<file path="config.mk">
export PLATFORM = sky130hd
export DESIGN_NAME = stxp_top
export DESIGN_NICKNAME = d
export VERILOG_FILES = /design/src/pkg/stxp_pkg.sv /design/src/hw/stxp_top.sv
export SDC_FILE = /design/constraint.sdc
export NUM_CORES = 1
export LEC_CHECK = 0
export ABC_AREA = 1
export ABC_CLOCK_PERIOD_IN_PS = 28500
export BUFFER_PORTS_ARGS = -buffer_cell sky130_fd_sc_hd__buf_4
export CAP_MARGIN = 20
export CORE_AREA = 2 2 235 237
export DETAILED_ROUTE_END_ITERATION = 16
export DIE_AREA = 0 0 237 239
export PLACE_DENSITY = 0.58
export SYNTH_ARGS = -nofsm -noshare
export SYNTH_HDL_FRONTEND = slang
export SYNTH_SLANG_ARGS = --single-unit
</file>
<file path="constraint.sdc">
create_clock -name i_clk -period 28.5 [get_ports i_clk]
set_input_delay 1.425 -clock i_clk [delete_from_list [all_inputs] [get_ports i_clk]]
set_output_delay 1.425 -clock i_clk [all_outputs]
set_load 0.005 [all_outputs]
</file>
<file path="src/pkg/stxp_pkg.sv">
// stxp_pkg: shared constants and carrier types of the serial transmit path
package stxp_pkg;

    // character and word geometry
    localparam int CHAR_W = 10;
    localparam int MAX_CH = 4;
    localparam int WORD_W = CHAR_W * MAX_CH;

    // register byte addresses
    localparam logic [4:0] ADR_CTRL = 5'h00;
    localparam logic [4:0] ADR_COMMA = 5'h04;
    localparam logic [4:0] ADR_STATUS = 5'h08;
    localparam logic [4:0] ADR_MASK = 5'h0C;
    localparam logic [4:0] ADR_INFO = 5'h10;

    // control register fields
    localparam int CB_ENC_BYP = 0;
    localparam int CB_FIFO_BYP = 1;
    localparam int CB_WIDE10 = 2;
    localparam int CB_NCH_LO = 3;
    localparam int CB_LOOP_LO = 5;
    localparam logic [6:0] CTRL_RST = 7'h08;   // two characters, encoder and fifo on
    localparam logic [9:0] COMMA_RST = 10'h0FA; // comma sequence 0011111010

    // character count codes
    localparam logic [1:0] NCH_1 = 2'h0;
    localparam logic [1:0] NCH_2 = 2'h1;

    // loopback modes
    localparam logic [1:0] LOOP_OFF = 2'h0;
    localparam logic [1:0] LOOP_SER = 2'h1;
    localparam logic [1:0] LOOP_PAR = 2'h2;

    // status bit positions
    localparam int SB_OVF = 0;
    localparam int SB_UNF = 1;
    localparam int SB_KERR = 2;
    localparam int SB_COMMA = 3;
    localparam int NSTS = 4;

    // line rate and clock recovery constants
    localparam int REF_MUL = 20;
    localparam int REC_DIV = 20;
    localparam int LOSS_BITS = 64;

    // 8b/10b sub-block tables, negative disparity form, abcdei and fghj
    localparam logic [5:0] ENC6 [32] = '{
        6'h27, 6'h1D, 6'h2D, 6'h31, 6'h35, 6'h29, 6'h19, 6'h38,
        6'h39, 6'h25, 6'h15, 6'h34, 6'h0D, 6'h2C, 6'h1C, 6'h17,
        6'h1B, 6'h23, 6'h13, 6'h32, 6'h0B, 6'h2A, 6'h1A, 6'h3A,
        6'h33, 6'h26, 6'h16, 6'h36, 6'h0E, 6'h2E, 6'h1E, 6'h2B};
    localparam logic [3:0] ENC4 [8] = '{
        4'hB, 4'h9, 4'h5, 4'hC, 4'hD, 4'hA, 4'h6, 4'hE};
    localparam logic [3:0] ENC4_ALT7 = 4'h7;
    localparam logic [5:0] ENC6_K28 = 6'h0F;
    localparam logic [4:0] X_K28 = 5'h1C;
    localparam logic [4:0] X_D07 = 5'h07;
    localparam logic [2:0] Y_ALT = 3'h7;
    localparam logic [2:0] Y_D3 = 3'h3;

    // register port request
    typedef struct packed {
        logic [4:0] addr;
        logic wr;
        logic rd;
        logic [31:0] wdata;
    } stxp_bus_t;

    // one user word of up to four characters, bit 8 is the control qualifier
    typedef struct packed {
        logic [MAX_CH-1:0][CHAR_W-1:0] ch;
    } stxp_word_t;

endpackage

</file>
<file path="src/hw/stxp_top.sv">
// stxp_top: serial transmit path with encoder, fifo, serializer and clock recovery
//
// Implementation choices: the address map and the address-and-strobe port.
`timescale 1ns/1ps
module stxp_top #(
    parameter int NCH = stxp_pkg::MAX_CH,
    parameter int DEPTH = 4,
    parameter int PERW = 8
) (
    // clock and reset
    input wire logic i_clk,
    input wire logic i_rstn,
    // register port
    input wire stxp_pkg::stxp_bus_t i_bus,
    output logic [31:0] o_rd_data,
    // user transmit words
    input wire logic i_tx_valid,
    input wire stxp_pkg::stxp_word_t i_tx_word,
    output logic [NCH-1:0] o_tx_ctrl_code_error,
    output logic o_fifo_overflow,
    output logic o_fifo_underflow,
    // link pins
    input wire logic i_ref_clock_in,
    input wire logic i_serial_in,
    output logic o_serial_out_pos,
    output logic o_serial_out_neg,
    output logic o_rx_recovered_clock,
    output logic o_cdr_data_lock,
    output logic o_rx_comma,
    // interrupt
    output logic o_irq
);

    localparam int AW = $clog2(DEPTH);
    localparam int WW = NCH * stxp_pkg::CHAR_W;
    localparam int CW = $clog2(WW + 1);

    ////////////////////////////////////////////////////////////////////////
    // 8b/10b encoder: returns {error, running disparity out, code}
    function automatic logic [11:0] enc_char(input logic [7:0] b, input logic k,
                                             input logic rd);
        logic [5:0] s6;
        logic [3:0] s4;
        logic m;
        logic ok;
        logic alt;
        logic [4:0] x;
        logic [2:0] y;
        x = b[4:0];
        y = b[7:5];
        ok = !k || x == stxp_pkg::X_K28 || (y == stxp_pkg::Y_ALT &&
             (x == 5'h17 || x == 5'h1B || x == 5'h1D || x == 5'h1E));
        s6 = (k && x == stxp_pkg::X_K28) ? stxp_pkg::ENC6_K28 : stxp_pkg::ENC6[x];
        if (rd && ($countones(s6) != 3 || x == stxp_pkg::X_D07)) begin
            s6 = ~s6;
        end
        m = rd ^ ($countones(s6) != 3);
        alt = y == stxp_pkg::Y_ALT && (k || (!m && (x == 5'h11 || x == 5'h12 ||
              x == 5'h14)) || (m && (x == 5'h0B || x == 5'h0D || x == 5'h0E)));
        s4 = alt ? stxp_pkg::ENC4_ALT7 : stxp_pkg::ENC4[y];
        if ((m && ($countones(s4) != 2 || y == stxp_pkg::Y_D3)) ||
            (k && !m && $countones(s4) == 2 && y != stxp_pkg::Y_D3)) begin
            s4 = ~s4;
        end
        return {!ok, m ^ ($countones(s4) != 2), s6, s4};
    endfunction

    // number of characters selected by the count code
    function automatic int unsigned n_chars(input logic [1:0] code);
        return (code == stxp_pkg::NCH_1) ? 1 : (code == stxp_pkg::NCH_2) ? 2 : 4;
    endfunction

    ////////////////////////////////////////////////////////////////////////
    // registers
    logic [6:0] ctrl_ff;
    logic [9:0] comma_ff;
    logic [stxp_pkg::NSTS-1:0] sts_ff;
    logic [stxp_pkg::NSTS-1:0] mask_ff;
    logic [stxp_pkg::NSTS-1:0] sts_set;
    logic [31:0] rd_data_ff;
    logic irq_ff;
    logic enc_byp;
    logic fifo_byp;
    logic wide10;
    logic [1:0] loop_mode;
    int unsigned nch;

    assign enc_byp = ctrl_ff[stxp_pkg::CB_ENC_BYP];
    assign fifo_byp = ctrl_ff[stxp_pkg::CB_FIFO_BYP];
    assign wide10 = ctrl_ff[stxp_pkg::CB_WIDE10];
    assign loop_mode = ctrl_ff[stxp_pkg::CB_LOOP_LO +: 2];
    assign nch = n_chars(ctrl_ff[stxp_pkg::CB_NCH_LO +: 2]);

    // control, comma pattern and mask writes
    always_ff @(posedge i_clk) begin
        if (!i_rstn) begin
            ctrl_ff <= stxp_pkg::CTRL_RST;
            comma_ff <= stxp_pkg::COMMA_RST;
            mask_ff <= '0;
        end else if (i_bus.wr) begin
            if (i_bus.addr == stxp_pkg::ADR_CTRL) ctrl_ff <= i_bus.wdata[6:0];
            if (i_bus.addr == stxp_pkg::ADR_COMMA) comma_ff <= i_bus.wdata[9:0];
            if (i_bus.addr == stxp_pkg::ADR_MASK) mask_ff <= i_bus.wdata[stxp_pkg::NSTS-1:0];
        end
    end

    // sticky status, write one to clear, a new event wins
    always_ff @(posedge i_clk) begin
        if (!i_rstn) begin
            sts_ff <= '0;
        end else if (i_bus.wr && i_bus.addr == stxp_pkg::ADR_STATUS) begin
            sts_ff <= (sts_ff & ~i_bus.wdata[stxp_pkg::NSTS-1:0]) | sts_set;
        end else begin
            sts_ff <= sts_ff | sts_set;
        end
    end

    // interrupt level
    always_ff @(posedge i_clk) begin
        if (!i_rstn) irq_ff <= 1'b0;
        else irq_ff <= |(sts_ff & mask_ff);
    end

    ////////////////////////////////////////////////////////////////////////
    // encoder stage
    logic [WW-1:0] enc_word_ff;
    logic enc_vld_ff;
    logic rd_ff;
    logic [NCH-1:0] kerr_ff;
    logic [WW-1:0] nxt_enc_word;
    logic nxt_rd;
    logic [NCH-1:0] nxt_kerr;

    // encode used characters in order, disparity chained across them
    always_comb begin
        logic [11:0] r;
        logic [9:0] c;
        r = '0;
        c = '0;
        nxt_rd = rd_ff;
        nxt_kerr = '0;
        nxt_enc_word = '0;
        for (int i = 0; i < NCH; i++) begin
            c = i_tx_word.ch[i];
            if (i < nch) begin
                if (enc_byp) begin
                    nxt_enc_word[i*10 +: 10] = wide10 ? c : {2'h0, c[7:0]};
                end else begin
                    r = enc_char(c[7:0], c[8], nxt_rd);
                    nxt_enc_word[i*10 +: 10] = r[9:0];
                    nxt_rd = r[10];
                    nxt_kerr[i] = r[11] && !wide10;
                end
            end
        end
    end

    // register encoded word and error flags
    always_ff @(posedge i_clk) begin
        if (!i_rstn) begin
            enc_word_ff <= '0;
            enc_vld_ff <= 1'b0;
            rd_ff <= 1'b0;
            kerr_ff <= '0;
        end else begin
            enc_vld_ff <= i_tx_valid;
            kerr_ff <= i_tx_valid ? nxt_kerr : '0;
            if (i_tx_valid) begin
                enc_word_ff <= nxt_enc_word;
                rd_ff <= nxt_rd;
            end
        end
    end

    ////////////////////////////////////////////////////////////////////////
    // link input synchronisers and reference edge finder
    logic [2:0] ref_sync_ff;
    logic [2:0] rxp_sync_ff;
    logic ref_rise;

    always_ff @(posedge i_clk) begin
        if (!i_rstn) begin
            ref_sync_ff <= '0;
            rxp_sync_ff <= '0;
        end else begin
            ref_sync_ff <= {ref_sync_ff[1:0], i_ref_clock_in};
            rxp_sync_ff <= {rxp_sync_ff[1:0], i_serial_in};
        end
    end
    assign ref_rise = ref_sync_ff[1] && !ref_sync_ff[2];

    ////////////////////////////////////////////////////////////////////////
    // transmit fifo, written per user word, read per reference edge
    logic [WW-1:0] fifo_mem_ff [DEPTH];
    logic [AW:0] wr_ptr_ff;
    logic [AW:0] rd_ptr_ff;
    logic fifo_full;
    logic fifo_empty;
    logic push;
    logic pop;
    logic ovf_ff;
    logic unf_ff;
    logic [WW-1:0] byp_word_ff;
    logic byp_vld_ff;

    assign fifo_empty = wr_ptr_ff == rd_ptr_ff;
    assign fifo_full = wr_ptr_ff == {~rd_ptr_ff[AW], rd_ptr_ff[AW-1:0]};
    assign push = enc_vld_ff && !fifo_byp && !fifo_full;
    assign pop = ref_rise && !fifo_byp && !fifo_empty;

    // storage and pointers
    always_ff @(posedge i_clk) begin
        if (!i_rstn) begin
            wr_ptr_ff <= '0;
            rd_ptr_ff <= '0;
        end else begin
            if (push) begin
                fifo_mem_ff[wr_ptr_ff[AW-1:0]] <= enc_word_ff;
                wr_ptr_ff <= wr_ptr_ff + 1'b1;
            end
            if (pop) rd_ptr_ff <= rd_ptr_ff + 1'b1;
        end
    end

    // fifo bypass holding word, refreshed by every user word
    always_ff @(posedge i_clk) begin
        if (!i_rstn) begin
            byp_word_ff <= '0;
            byp_vld_ff <= 1'b0;
        end else if (enc_vld_ff && fifo_byp) begin
            byp_word_ff <= enc_word_ff;
            byp_vld_ff <= 1'b1;
        end else if (ref_rise) begin
            byp_vld_ff <= 1'b0;
        end
    end

    // overflow and underflow, only seen when rates are not locked
    always_ff @(posedge i_clk) begin
        if (!i_rstn) begin
            ovf_ff <= 1'b0;
            unf_ff <= 1'b0;
        end else begin
            ovf_ff <= enc_vld_ff && !fifo_byp && fifo_full;
            unf_ff <= ref_rise && (fifo_byp ? !byp_vld_ff : fifo_empty);
        end
    end

    ////////////////////////////////////////////////////////////////////////
    // bit rate: twenty bits per measured reference period
    logic [PERW-1:0] per_cnt_ff;
    logic [PERW-1:0] per_ff;
    logic [PERW+5:0] acc_ff;
    logic [PERW+5:0] acc_sum;
    logic bit_en;

    assign acc_sum = acc_ff + (PERW+6)'(stxp_pkg::REF_MUL);
    assign bit_en = per_ff != '0 && acc_sum >= {6'h00, per_ff};

    // period measurement and bit phase accumulator
    always_ff @(posedge i_clk) begin
        if (!i_rstn) begin
            per_cnt_ff <= '0;
            per_ff <= '0;
            acc_ff <= '0;
        end else if (ref_rise) begin
            per_ff <= per_cnt_ff + 1'b1;
            per_cnt_ff <= '0;
            acc_ff <= '0;
        end else begin
            if (per_cnt_ff != '1) per_cnt_ff <= per_cnt_ff + 1'b1;
            acc_ff <= bit_en ? acc_sum - {6'h00, per_ff} : acc_sum;
        end
    end

    ////////////////////////////////////////////////////////////////////////
    // serializer: load on reference edge, first character first, msb first
    logic [WW-1:0] ser_sh_ff;
    logic [CW-1:0] ser_cnt_ff;
    logic [WW-1:0] ld_src;
    logic [WW-1:0] ld_word;
    logic ld_vld;
    logic ser_bit;

    assign ld_src = fifo_byp ? byp_word_ff : fifo_mem_ff[rd_ptr_ff[AW-1:0]];
    assign ld_vld = fifo_byp ? byp_vld_ff : !fifo_empty;
    assign ser_bit = ser_sh_ff[WW-1];
    always_comb begin
        ld_word = '0;
        for (int i = 0; i < NCH; i++) begin
            ld_word[WW-1-i*10 -: 10] = ld_src[i*10 +: 10];
        end
    end

    // shift register and remaining bit count
    always_ff @(posedge i_clk) begin
        if (!i_rstn) begin
            ser_sh_ff <= '0;
            ser_cnt_ff <= '0;
        end else if (ref_rise) begin
            ser_sh_ff <= ld_vld ? ld_word : '0;
            ser_cnt_ff <= ld_vld ? CW'(nch * stxp_pkg::CHAR_W) : '0;
        end else if (bit_en && ser_cnt_ff != '0) begin
            ser_sh_ff <= {ser_sh_ff[WW-2:0], 1'b0};
            ser_cnt_ff <= ser_cnt_ff - 1'b1;
        end
    end

    // differential output pair
    always_ff @(posedge i_clk) begin
        if (!i_rstn) begin
            o_serial_out_pos <= 1'b0;
            o_serial_out_neg <= 1'b1;
        end else if (bit_en && ser_cnt_ff != '0) begin
            o_serial_out_pos <= ser_bit;
            o_serial_out_neg <= !ser_bit;
        end
    end

    ////////////////////////////////////////////////////////////////////////
    // receive side: loopback select, clock recovery, comma detection
    logic rx_bit;
    logic rx_prev_ff;
    logic rx_edge;
    logic [7:0] silent_ff;
    logic lock_ff;
    logic [4:0] div_ff;
    logic rec_clk_ff;
    logic [9:0] rx_sh_ff;
    logic comma_ff_evt;
    logic par_hit;

    assign rx_bit = (loop_mode == stxp_pkg::LOOP_SER) ? o_serial_out_pos
                                                       : rxp_sync_ff[1];
    assign rx_edge = rx_bit != rx_prev_ff;

    // data presence: transitions seen within the loss window
    always_ff @(posedge i_clk) begin
        if (!i_rstn) begin
            rx_prev_ff <= 1'b0;
            silent_ff <= 8'(stxp_pkg::LOSS_BITS);
            lock_ff <= 1'b0;
        end else begin
            rx_prev_ff <= rx_bit;
            if (rx_edge) silent_ff <= '0;
            else if (bit_en && silent_ff != 8'(stxp_pkg::LOSS_BITS)) silent_ff <= silent_ff + 1'b1;
            lock_ff <= silent_ff != 8'(stxp_pkg::LOSS_BITS);
        end
    end

    // divide received bit rate by twenty, phase taken on acquisition
    always_ff @(posedge i_clk) begin
        if (!i_rstn) begin
            div_ff <= '0;
        end else if (rx_edge && !lock_ff) begin
            div_ff <= '0;
        end else if (bit_en) begin
            div_ff <= (div_ff == 5'(stxp_pkg::REC_DIV - 1)) ? '0 : div_ff + 1'b1;
        end
    end

    // recovered clock, reference when no data is present
    always_ff @(posedge i_clk) begin
        if (!i_rstn) rec_clk_ff <= 1'b0;
        else rec_clk_ff <= lock_ff ? div_ff < 5'(stxp_pkg::REC_DIV / 2)
                                   : ref_sync_ff[1];
    end

    // parallel loopback compares loaded characters against the pattern
    always_comb begin
        par_hit = 1'b0;
        for (int i = 0; i < NCH; i++) begin
            if (i < nch && ld_src[i*10 +: 10] == comma_ff) par_hit = 1'b1;
        end
    end

    // comma search over the received bit stream, or over the loaded characters in parallel loopback
    always_ff @(posedge i_clk) begin
        if (!i_rstn) begin
            rx_sh_ff <= '0;
            comma_ff_evt <= 1'b0;
        end else begin
            if (bit_en) rx_sh_ff <= {rx_sh_ff[8:0], rx_bit};
            if (loop_mode == stxp_pkg::LOOP_PAR) begin
                comma_ff_evt <= ref_rise && ld_vld && par_hit;
            end else begin
                comma_ff_evt <= bit_en && {rx_sh_ff[8:0], rx_bit} == comma_ff;
            end
        end
    end

    ////////////////////////////////////////////////////////////////////////
    // status events and read port
    always_comb begin
        sts_set = '0;
        sts_set[stxp_pkg::SB_OVF] = ovf_ff;
        sts_set[stxp_pkg::SB_UNF] = unf_ff;
        sts_set[stxp_pkg::SB_KERR] = |kerr_ff;
        sts_set[stxp_pkg::SB_COMMA] = comma_ff_evt;
    end

    // read data stand for one cycle after the strobe
    always_ff @(posedge i_clk) begin
        if (!i_rstn || !i_bus.rd) begin
            rd_data_ff <= '0;
        end else begin
            case (i_bus.addr)
                stxp_pkg::ADR_CTRL: rd_data_ff <= {25'h0, ctrl_ff};
                stxp_pkg::ADR_COMMA: rd_data_ff <= {22'h0, comma_ff};
                stxp_pkg::ADR_STATUS: rd_data_ff <= {28'h0, sts_ff};
                stxp_pkg::ADR_MASK: rd_data_ff <= {28'h0, mask_ff};
                stxp_pkg::ADR_INFO: rd_data_ff <= {27'h0, rd_ff, lock_ff,
                                                   wr_ptr_ff - rd_ptr_ff};
                default: rd_data_ff <= '0;
            endcase
        end
    end

    // output drives
    assign o_rd_data = rd_data_ff;
    assign o_irq = irq_ff;
    assign o_tx_ctrl_code_error = kerr_ff;
    assign o_fifo_overflow = ovf_ff;
    assign o_fifo_underflow = unf_ff;
    assign o_rx_recovered_clock = rec_clk_ff;
    assign o_cdr_data_lock = lock_ff;
    assign o_rx_comma = comma_ff_evt;

endmodule

</file>
==> results of run 1 <==
## worst reg2reg max path, delay by kind of cell, from the launching register on
kind	cells	cell delay, ps
adder cells (fa/ha/maj)	40	12370
XOR/XNOR	8	1350
AND/OR/NAND/NOR	53	5350
flip-flops	1	510
buffers and inverters	36	2290
AO/OA/AOI/OAI	14	1750
## per-layer routing
metal	share of wire, %	track usage, %	routed length [microns]	vias to the layer above
met5	0	0	0	-
met2	48	33.8	26900	415
met3	4.6	2.74	2610	91
met4	2.5	5.95	1410	0
met1	45	25.5	25600	8316
li1	-	-	-	8664
## registers in the layout, summed over array words and instances (netlist names), 3 cells and up, named ones only
signal,count
mask_ff,4
per_ff,8
div_ff,5
ref_sync_ff,3
o_tx_ctrl_code_error,4
ser_sh_ff,40
o_rd_data,10
acc_ff,14
fifo_mem_ff,160
rd_ptr_ff,3
byp_word_ff,40
sts_ff,4
ctrl_ff,7
ser_cnt_ff,6
enc_word_ff,40
rx_sh_ff,9
silent_ff,8
wr_ptr_ff,3
per_cnt_ff,8
comma_ff,10
## cells in the final DEF, fill, tap and decap left out, types with 36 or more instances in the layout
cell	n
nor2_1	331
nand3_1	51
edfxtp_1	160
clkbuf_16	46
o22ai_1	40
o21ai_0	283
dfxtp_1	240
ha_1	87
inv_1	269
a21oi_1	214
buf_4	128
nand2_1	258
nor3_1	36
xor2_1	60
## cell type report
| cell class | instances | area share (%) |
|---|---|---|
| clock buffers | 54 | 4.94 |
| clock inverters | 30 | 1.65 |
| inverters | 297 | 4.61 |
| multi-input cells | 1704 | 41.9 |
| flip-flops and latches | 402 | 39.4 |
| well taps | 704 | 3.60 |
| repair buffers | 128 | 3.92 |
## what timing repair did
| action | CTS | global route |
|---|---|---|
| resized for setup | 0 | 50 |
| setup endpoints to repair | 0 | 5 |
| buffers inserted | 0 | 12 |
## logic make-up after synthesis
logic type | Yosys count | share of synthesized area, %
AND/OR/NAND/NOR | 764 | 15.3
AO/OA/AOI/OAI | 714 | 19.8
buffers and inverters | 433 | 8.51
flip-flops | 402 | 45.0
adder cells (fa/ha/maj) | 114 | 7.56
XOR/XNOR | 90 | 3.78
other | 1 | 0.0175
## through the flow
step	TNS (ps)	setup slack, ps	std cells	utilization [%]
floorplan	0	1830	2539	-
global placement	0	457	3223	41.6
detailed placement	-109	-109	3223	41.6
CTS	0	440	3307	44.6
global route	-177	-177	3319	45.1
finish	0	1650	3319	45.1
## worst paths after layout
path,slack (ps),depth (start not counted),start,to
worst max-delay path,1650,167,i_tx_word[0],rd_ff
worst min-delay path,430,2,rxp_sync_ff[0],rxp_sync_ff[1]
worst max register to register,4760,151,rd_ff,rd_ff
worst min register to register,430,2,rxp_sync_ff[0],rxp_sync_ff[1]
==> results.json, run 1 <==
{
  "fmax_mhz": 37.2,
  "viasPerCell": 5.27,
  "wl_per_cell_microns": 17.0,
  "yosys.cell_count.top_type": "nor2_1",
  "finalInstanceArea_sq_mm": 0.0245,
  "grt_pass1_wl_microns": 88700,
  "drv_cap": 0,
  "fp.dieArea_sq_mm": 0.0566,
  "crit_fanout": 7,
  "synth-edff-count": 160,
  "path_common_cell": "inv_1",
  "ys_warn_count": 0,
  "yosysUniqueCellTypes": 70,
  "synth_ff_type": "dfxtp_1",
  "register_area_sq_mm": 0.00965,
  "syn_area_sq_mm": 0.0215,
  "finalMaxSlewViolations": 0,
  "end_kind": "flip-flop",
  "io_buffer_count": 83,
  "synth_top_cell_area_share_pct": 22.6,
  "placed_area_sq_mm": 0.0226,
  "ant_nets": 0,
  "drive_gt1_share_pct": 12.6,
  "syn_inst": 2518,
  "drt-pass1-iter-count": 6,
  "min_period_ps": 26850,
  "ys_top_cells_by_area": "dfxtp_1, edfxtp_1, o21ai_0, nor2_1, ha_1",
  "seq_area_frac_synth_pct": 45.0,
  "clk_latency_ps": 590,
  "grt_max_degree": 83,
  "hp-class": "reg -> reg",
  "multi_input_area_sq_mm": 0.0103,
  "antenna_cells": 0,
  "antenna_found_initial": 0,
  "htreeDepth": 2,
  "cts_tree": "yes",
  "synth-seq-cells": 402,
  "yosysTopAreaCell": "dfxtp_1",
  "critPathKind": "in -> reg",
  "hpwlAfterDp_microns": 38800,
  "whs_ps": 435,
  "clkSlewWorstSetupHoldPaths_ps": 60,
  "crit_family": "adder cells",
  "grt_overflow": 0,
  "layout.nets": 2776,
  "tightest_slew_ps": 1130,
  "die_w_microns": 237,
  "cts_hold_buf": 0,
  "critPathMaxStageDelay_ps": 540,
  "ys_top_cells_by_count": "nor2_1, o21ai_0, inv_1",
  "hold_viol": 0,
  "maxSlewHeadroom_pct": 24.5,
  "fill_cells": 5221,
  "min_period_over_period_pct": 94.2,
  "worst_ep_arrival_time_ps": 27270,
  "io_pins": 128,
  "floorplan.initialDensity_pct": 39.5,
  "required_ps": 28920,
  "syn_avg_cell_area_sq_um": 8.52,
  "drc_errors": 0,
  "setup_violations": 0,
  "cpMaxStageDelayCell": "fa_1",
  "path_buf_inv": 40,
  "startpoint_type": "primary input",
  "cts_buffers": 45,
  "wirelength_microns": 56500,
  "synth-async-reset-ratio_pct": 0,
  "fin_worst_skew_ps": 33.0,
  "rows": 86,
  "core_sq_mm": 0.0543,
  "routabilityCongestion": 0.874,
  "clock-root-buffer": "clkbuf_16",
  "die_h_microns": 239,
  "syn2layout_area_growth_pct": 14.1,
  "vias": 17486,
  "cts_buffer_depth": 3,
  "cts.sinks": 402,
  "grt_pass1_vias": 16655,
  "drt_first_iter_violations": 1118,
  "status": "complete, no violations",
  "grt_util_all_layers_pct": 19.6
}
Power of run 1 is left out: the tool's default activity adds up to more than one toggle a clock period on the data nets, which glitch-free logic cannot reach.
==> run 2: changes to the inputs <==
ABC_AREA = default   (was 1)
CORE_AREA = 2 2 238 240   (was 2 2 235 237)
CTS_BUF_LIST = sky130_fd_sc_hd__clkbuf_8 sky130_fd_sc_hd__clkbuf_16   (was default)
DIE_AREA = 0 0 240 242   (was 0 0 237 239)
==> run 2 against run 1 <==
Effect of this change:
- the run now ends with setup timing left
- non-clock buffer count rose by 105
- final area rose by 6.8%
- area after synthesis rose by 2.2%
- via count fell by 6.2%
- hold slack improved by 18 ps
- global-route usage fell by 0.65 points
==> results.json, run 2 <==
{
  "yosysUniqueCellTypes": 90,
  "tightest_slew_ps": 1060,
  "synth_ff_type": "dfxtp_1",
  "die_h_microns": 242,
  "hold_viol": 0,
  "core_sq_mm": 0.0557,
  "vias": 16400,
  "routabilityCongestion": 0.831,
  "crit_family": "adder cells",
  "wl_per_cell_microns": 17.9,
  "io_pins": 128,
  "status": "finished with violations",
  "required_ps": 28940,
  "antenna_cells": 0,
  "crit_fanout": 4,
  "startpoint_type": "primary input",
  "final_cell_mix": "nand2_1, dfxtp_1, buf_4",
  "synth-edff-count": 160,
  "io_buffer_count": 83,
  "hpwlAfterDp_microns": 38400,
  "worst_ep_arrival_time_ps": 29010,
  "syn_inst": 2191,
  "wirelength_microns": 56000,
  "setup_ws_ps": -70.6,
  "register_area_sq_mm": 0.00965,
  "rsz0062_at_grt": "true",
  "fill_cells": 5271,
  "synth-async-reset-ratio_pct": 0,
  "fin_setup_tns_ps": -70.6,
  "clkSlewWorstSetupHoldPaths_ps": 60,
  "critPathKind": "in -> reg",
  "post-route-util_pct": 46.9,
  "syn_avg_cell_area_sq_um": 10.0,
  "fin_worst_skew_ps": 15.0,
  "cts.sinks": 402,
  "ys_top_cells_by_area": "dfxtp_1, edfxtp_1, ha_1, mux2i_1, mux4_2",
  "ant_nets": 0,
  "drv_cap": 0,
  "ys_warn_count": 0,
  "ff2ff_setup_slack_ps": 3010,
  "layout_commonest_cell": "nand2_1",
  "fmax_mhz": 35.0,
  "rows": 87,
  "cts_tree": "yes",
  "viasPerCell": 5.25,
  "cts_buffer_depth": 3,
  "cpMaxStageDelayCell": "fa_1",
  "violations": "setup timing",
  "drt_first_iter_violations": 1067,
  "path_buf_inv": 24,
  "grt_max_degree": 67,
  "grt_util_all_layers_pct": 19.0,
  "setup_violations": 1,
  "synth_top_cell_area_share_pct": 22.1,
  "die_w_microns": 240,
  "grt_pass1_vias": 16315,
  "finalMaxSlewViolations": 0,
  "min_period_ps": 28570,
  "min_period_over_period_pct": 100,
  "grt_overflow": 0,
  "multi_input_area_sq_mm": 0.0119,
  "drc_errors": 0,
  "pre_cts_ws_ps": -1190,
  "syn_area_sq_mm": 0.0219,
  "drt-pass1-iter-count": 7,
  "end_kind": "flip-flop",
  "drive_gt1_share_pct": 20.3,
  "htreeDepth": 2,
  "seq_area_frac_synth_pct": 44.0,
  "critPathMaxStageDelay_ps": 550,
  "fp.dieArea_sq_mm": 0.0581,
  "cts_buffers": 44,
  "synth-seq-cells": 402,
  "hp-class": "reg -> reg",
  "clock-root-buffer": "clkbuf_16",
  "whs_ps": 452,
  "floorplan.initialDensity_pct": 39.4,
  "maxSlewHeadroom_pct": 28.8,
  "yosys.cell_count.top_type": "nand2_1",
  "syn2layout_area_growth_pct": 19.3,
  "clk_latency_ps": 570,
  "antenna_found_initial": 1,
  "yosysTopAreaCell": "dfxtp_1",
  "ys_top_cells_by_count": "nand2_1, dfxtp_1, nor2_1",
  "largest_register_ffs": 160,
  "layout.nets": 2534,
  "grt_pass1_wl_microns": 88200
}
-- run 2: cell count changes in the layout (fill, tap and decap cells not counted), sizes merged, moves of 44 or more --
cell	change
buf	+105
mux2i	+105
inv	-173
nor2	-160
xnor2	+56
o21ai	-223
a21oi	-63
mux4	+44
-- run 2: logic make-up (layout without fill, tap and decap cells) --
group	Yosys count	count (layout)	share of synthesized area, %
flip-flops	402	402	44.0
multiplexers	155	155	9.73
other	1	22	0.0171
adder cells (fa/ha/maj)	116	116	7.48
AO/OA/AOI/OAI	433	433	12.9
XOR/XNOR	165	165	6.91
AND/OR/NAND/NOR	657	657	13.9
buffers and inverters	262	420	5.08
-- run 2: timing repair --
action | 4_1_cts | 5_1_grt
pin swaps | 13 | 50
gates resized for setup | 12 | 63
hold buffers | 0 | 0
setup endpoints to repair | 1 | 5
buffers inserted | 5 | 23
cloned | 0 | 0
-- run 2: metrics by stage --
step | cell area [sq um] | std cells
after floorplan | 22400 | 2212
after global placement | 24200 | 3020
after detailed placement | 24200 | 3020
after CTS | 25700 | 3105
after global routing | 26200 | 3126
final | 26200 | 3126
-- run 2: final cells by class --
cell class	count	area share (%)
clock buffer	51	4.62
inverter	107	1.58
timing repair buffer	233	6.97
sequential	402	36.9
multi-input combinational	1548	45.5
tap	756	3.62
clock inverter	29	0.842
-- run 2: worst paths after layout --
kind                                startpoint             end  cells past startpoint
worst max-delay path              i_tx_word[0]           rd_ff                    135
worst min-delay path            ref_sync_ff[0]  ref_sync_ff[1]                      1
worst min register to register  ref_sync_ff[0]  ref_sync_ff[1]                      1
worst max register to register           rd_ff           rd_ff                    122
-- run 2: per-layer routing --
metal,vias up,track usage [%],wire length [microns]
met5,-,0,0
met4,0,3.91,866
met3,65,2.85,2680
met2,331,31.4,26400
met1,7970,26.3,26000
li1,8034,-,-
Power of run 2 is left out for the same reason.
==> run 3: changes to the inputs <==
ABC_CLOCK_PERIOD_IN_PS = 36500   (was 28500)
GPL_ROUTABILITY_DRIVEN = 0   (was default)
PLACE_DENSITY = 0.56   (was 0.58)
clock period = 36.5 ns   (was 28.5 ns; I/O delays follow)
==> run 3 against run 2 <==
Effect of this change:
- the flow now finishes without violations
- hold slack worse by 17 ps
- global-route usage is essentially flat
- clock-buffer cell count shrank 1
- sequential share of layout area grew 2.4 points
- utilization fell by 2.9 points
- critical path type unchanged
- largest cell class unchanged
==> results.json, run 3 (synthesized netlist as in run 2, its figures left out) <==
{
  "fmax_mhz": 29.2,
  "rr_endpoint": "rd_ff",
  "final_cell_mix": "nand2_1, dfxtp_1, nor2_1",
  "grt_max_degree": 79,
  "drt_first_iter_violations": 1007,
  "core_sq_mm": 0.0557,
  "hold_viol": 0,
  "cts.sinks": 402,
  "worst_ep_arrival_time_ps": 34680,
  "die_h_microns": 242,
  "crit_fanout": 9,
  "grt_util_all_layers_pct": 19.0,
  "cts_tree": "yes",
  "critPathMaxStageDelay_ps": 610,
  "grt_pass1_wl_microns": 87300,
  "cpMaxStageDelayCell": "o31ai_2",
  "worstReg2RegStart": "rd_ff",
  "crit_family": "adder cells",
  "htreeDepth": 2,
  "cts_resized": 0,
  "viasPerCell": 5.34,
  "fin_setup_tns_ps": 0,
  "required_ps": 36920,
  "wl_per_cell_microns": 18.5,
  "hp-class": "reg -> reg",
  "fp.dieArea_sq_mm": 0.0581,
  "path_buf_inv": 24,
  "io_pins": 128,
  "min_path_cells": 1,
  "wirelength_microns": 55600,
  "hp-start": "ref_sync_ff[0]",
  "postCtsSetupBuffers": 0,
  "rsz0062_at_grt": "false",
  "finalMaxSlewViolations": 0,
  "clock-root-buffer": "clkbuf_16",
  "maxSlewHeadroom_pct": 28.8,
  "die_w_microns": 240,
  "whs_ps": 435,
  "antenna_found_initial": 2,
  "io_buffer_count": 83,
  "grt_pass1_vias": 15769,
  "rows": 87,
  "cp_num_cells": 138,
  "setup_violations": 0,
  "clk_latency_ps": 560,
  "end_kind": "flip-flop",
  "min_to": "ref_sync_ff[1]",
  "path_common_cell": "ha_1",
  "drive_gt1_share_pct": 11.9,
  "min_period_ps": 34270,
  "fill_cells": 5310,
  "cts_buffers": 44,
  "layout_commonest_cell": "nand2_1",
  "r2r_cells": 125,
  "ant_nets": 0,
  "critPathKind": "in -> reg",
  "floorplan.initialDensity_pct": 39.4,
  "tightest_slew_ps": 1070,
  "drv_cap": 0,
  "startpoint": "i_tx_word[0]",
  "status": "complete, no violations",
  "startpoint_type": "primary input",
  "grt_overflow": 0,
  "cts_hold_buf": 0,
  "syn2layout_area_growth_pct": 12.0,
  "multi_input_area_sq_mm": 0.0113,
  "ff2ff_setup_slack_ps": 6470,
  "cts_buffer_depth": 3,
  "dpl.cell_count": 2930,
  "min_period_over_period_pct": 93.9,
  "drc_errors": 0,
  "clkSlewWorstSetupHoldPaths_ps": 60,
  "register_area_sq_mm": 0.00965,
  "vias": 16067,
  "largest_register_ffs": 160,
  "layout.nets": 2418,
  "drt-pass1-iter-count": 5,
  "fin_worst_skew_ps": 19.2,
  "hpwlAfterDp_microns": 37600,
  "finalNonFillerCells": 3010
}
run 3: cell count changes in the layout (fill, tap and decap cells not counted), sizes merged:
cell    change
clkbuf      -1
diode       +1
buf       -116
run 3: per-stage QoR:
step / cell area, sq um / worst slack, ps / utilization (%)
6_report: 24600 / 2230 / 44.1
5_1_grt: 24600 / 41.0 / 44.1
4_1_cts: 24600 / 2210 / 44.1
3_5_place_dp: 23200 / 1720 / 41.5
3_3_place_gp: 23200 / 2190 / 41.5
2_1_floorplan: 22000 / 4800 / -
run 3: worst max-delay path by stage:
stage               endpoint  slack [ps]
floorplan              rd_ff        4800
global placement       rd_ff        2190
detailed placement     rd_ff        1720
CTS                    rd_ff        2210
global route           rd_ff          40
finish                 rd_ff        2230
run 3: cell type report:
type                            instances  area share, %
Clock buffer                           50           4.87
Timing Repair Buffer                  117           3.58
Clock inverter                         29          0.861
Inverter                              107           1.65
Sequential cell                       402           39.3
Tap cell                              756           3.85
Antenna cell                            1         0.0102
Multi-Input combinational cell       1548           45.9
run 3: metal layers:
metal	GRT usage [%]	share of wire, %	up-vias
li1	-	-	7804
met1	26.0	47	7852
met2	31.2	47	328
met3	2.42	4.1	81
met4	5.59	2.2	2
met5	0	0.023	-
Power of run 3 is left out for the same reason.
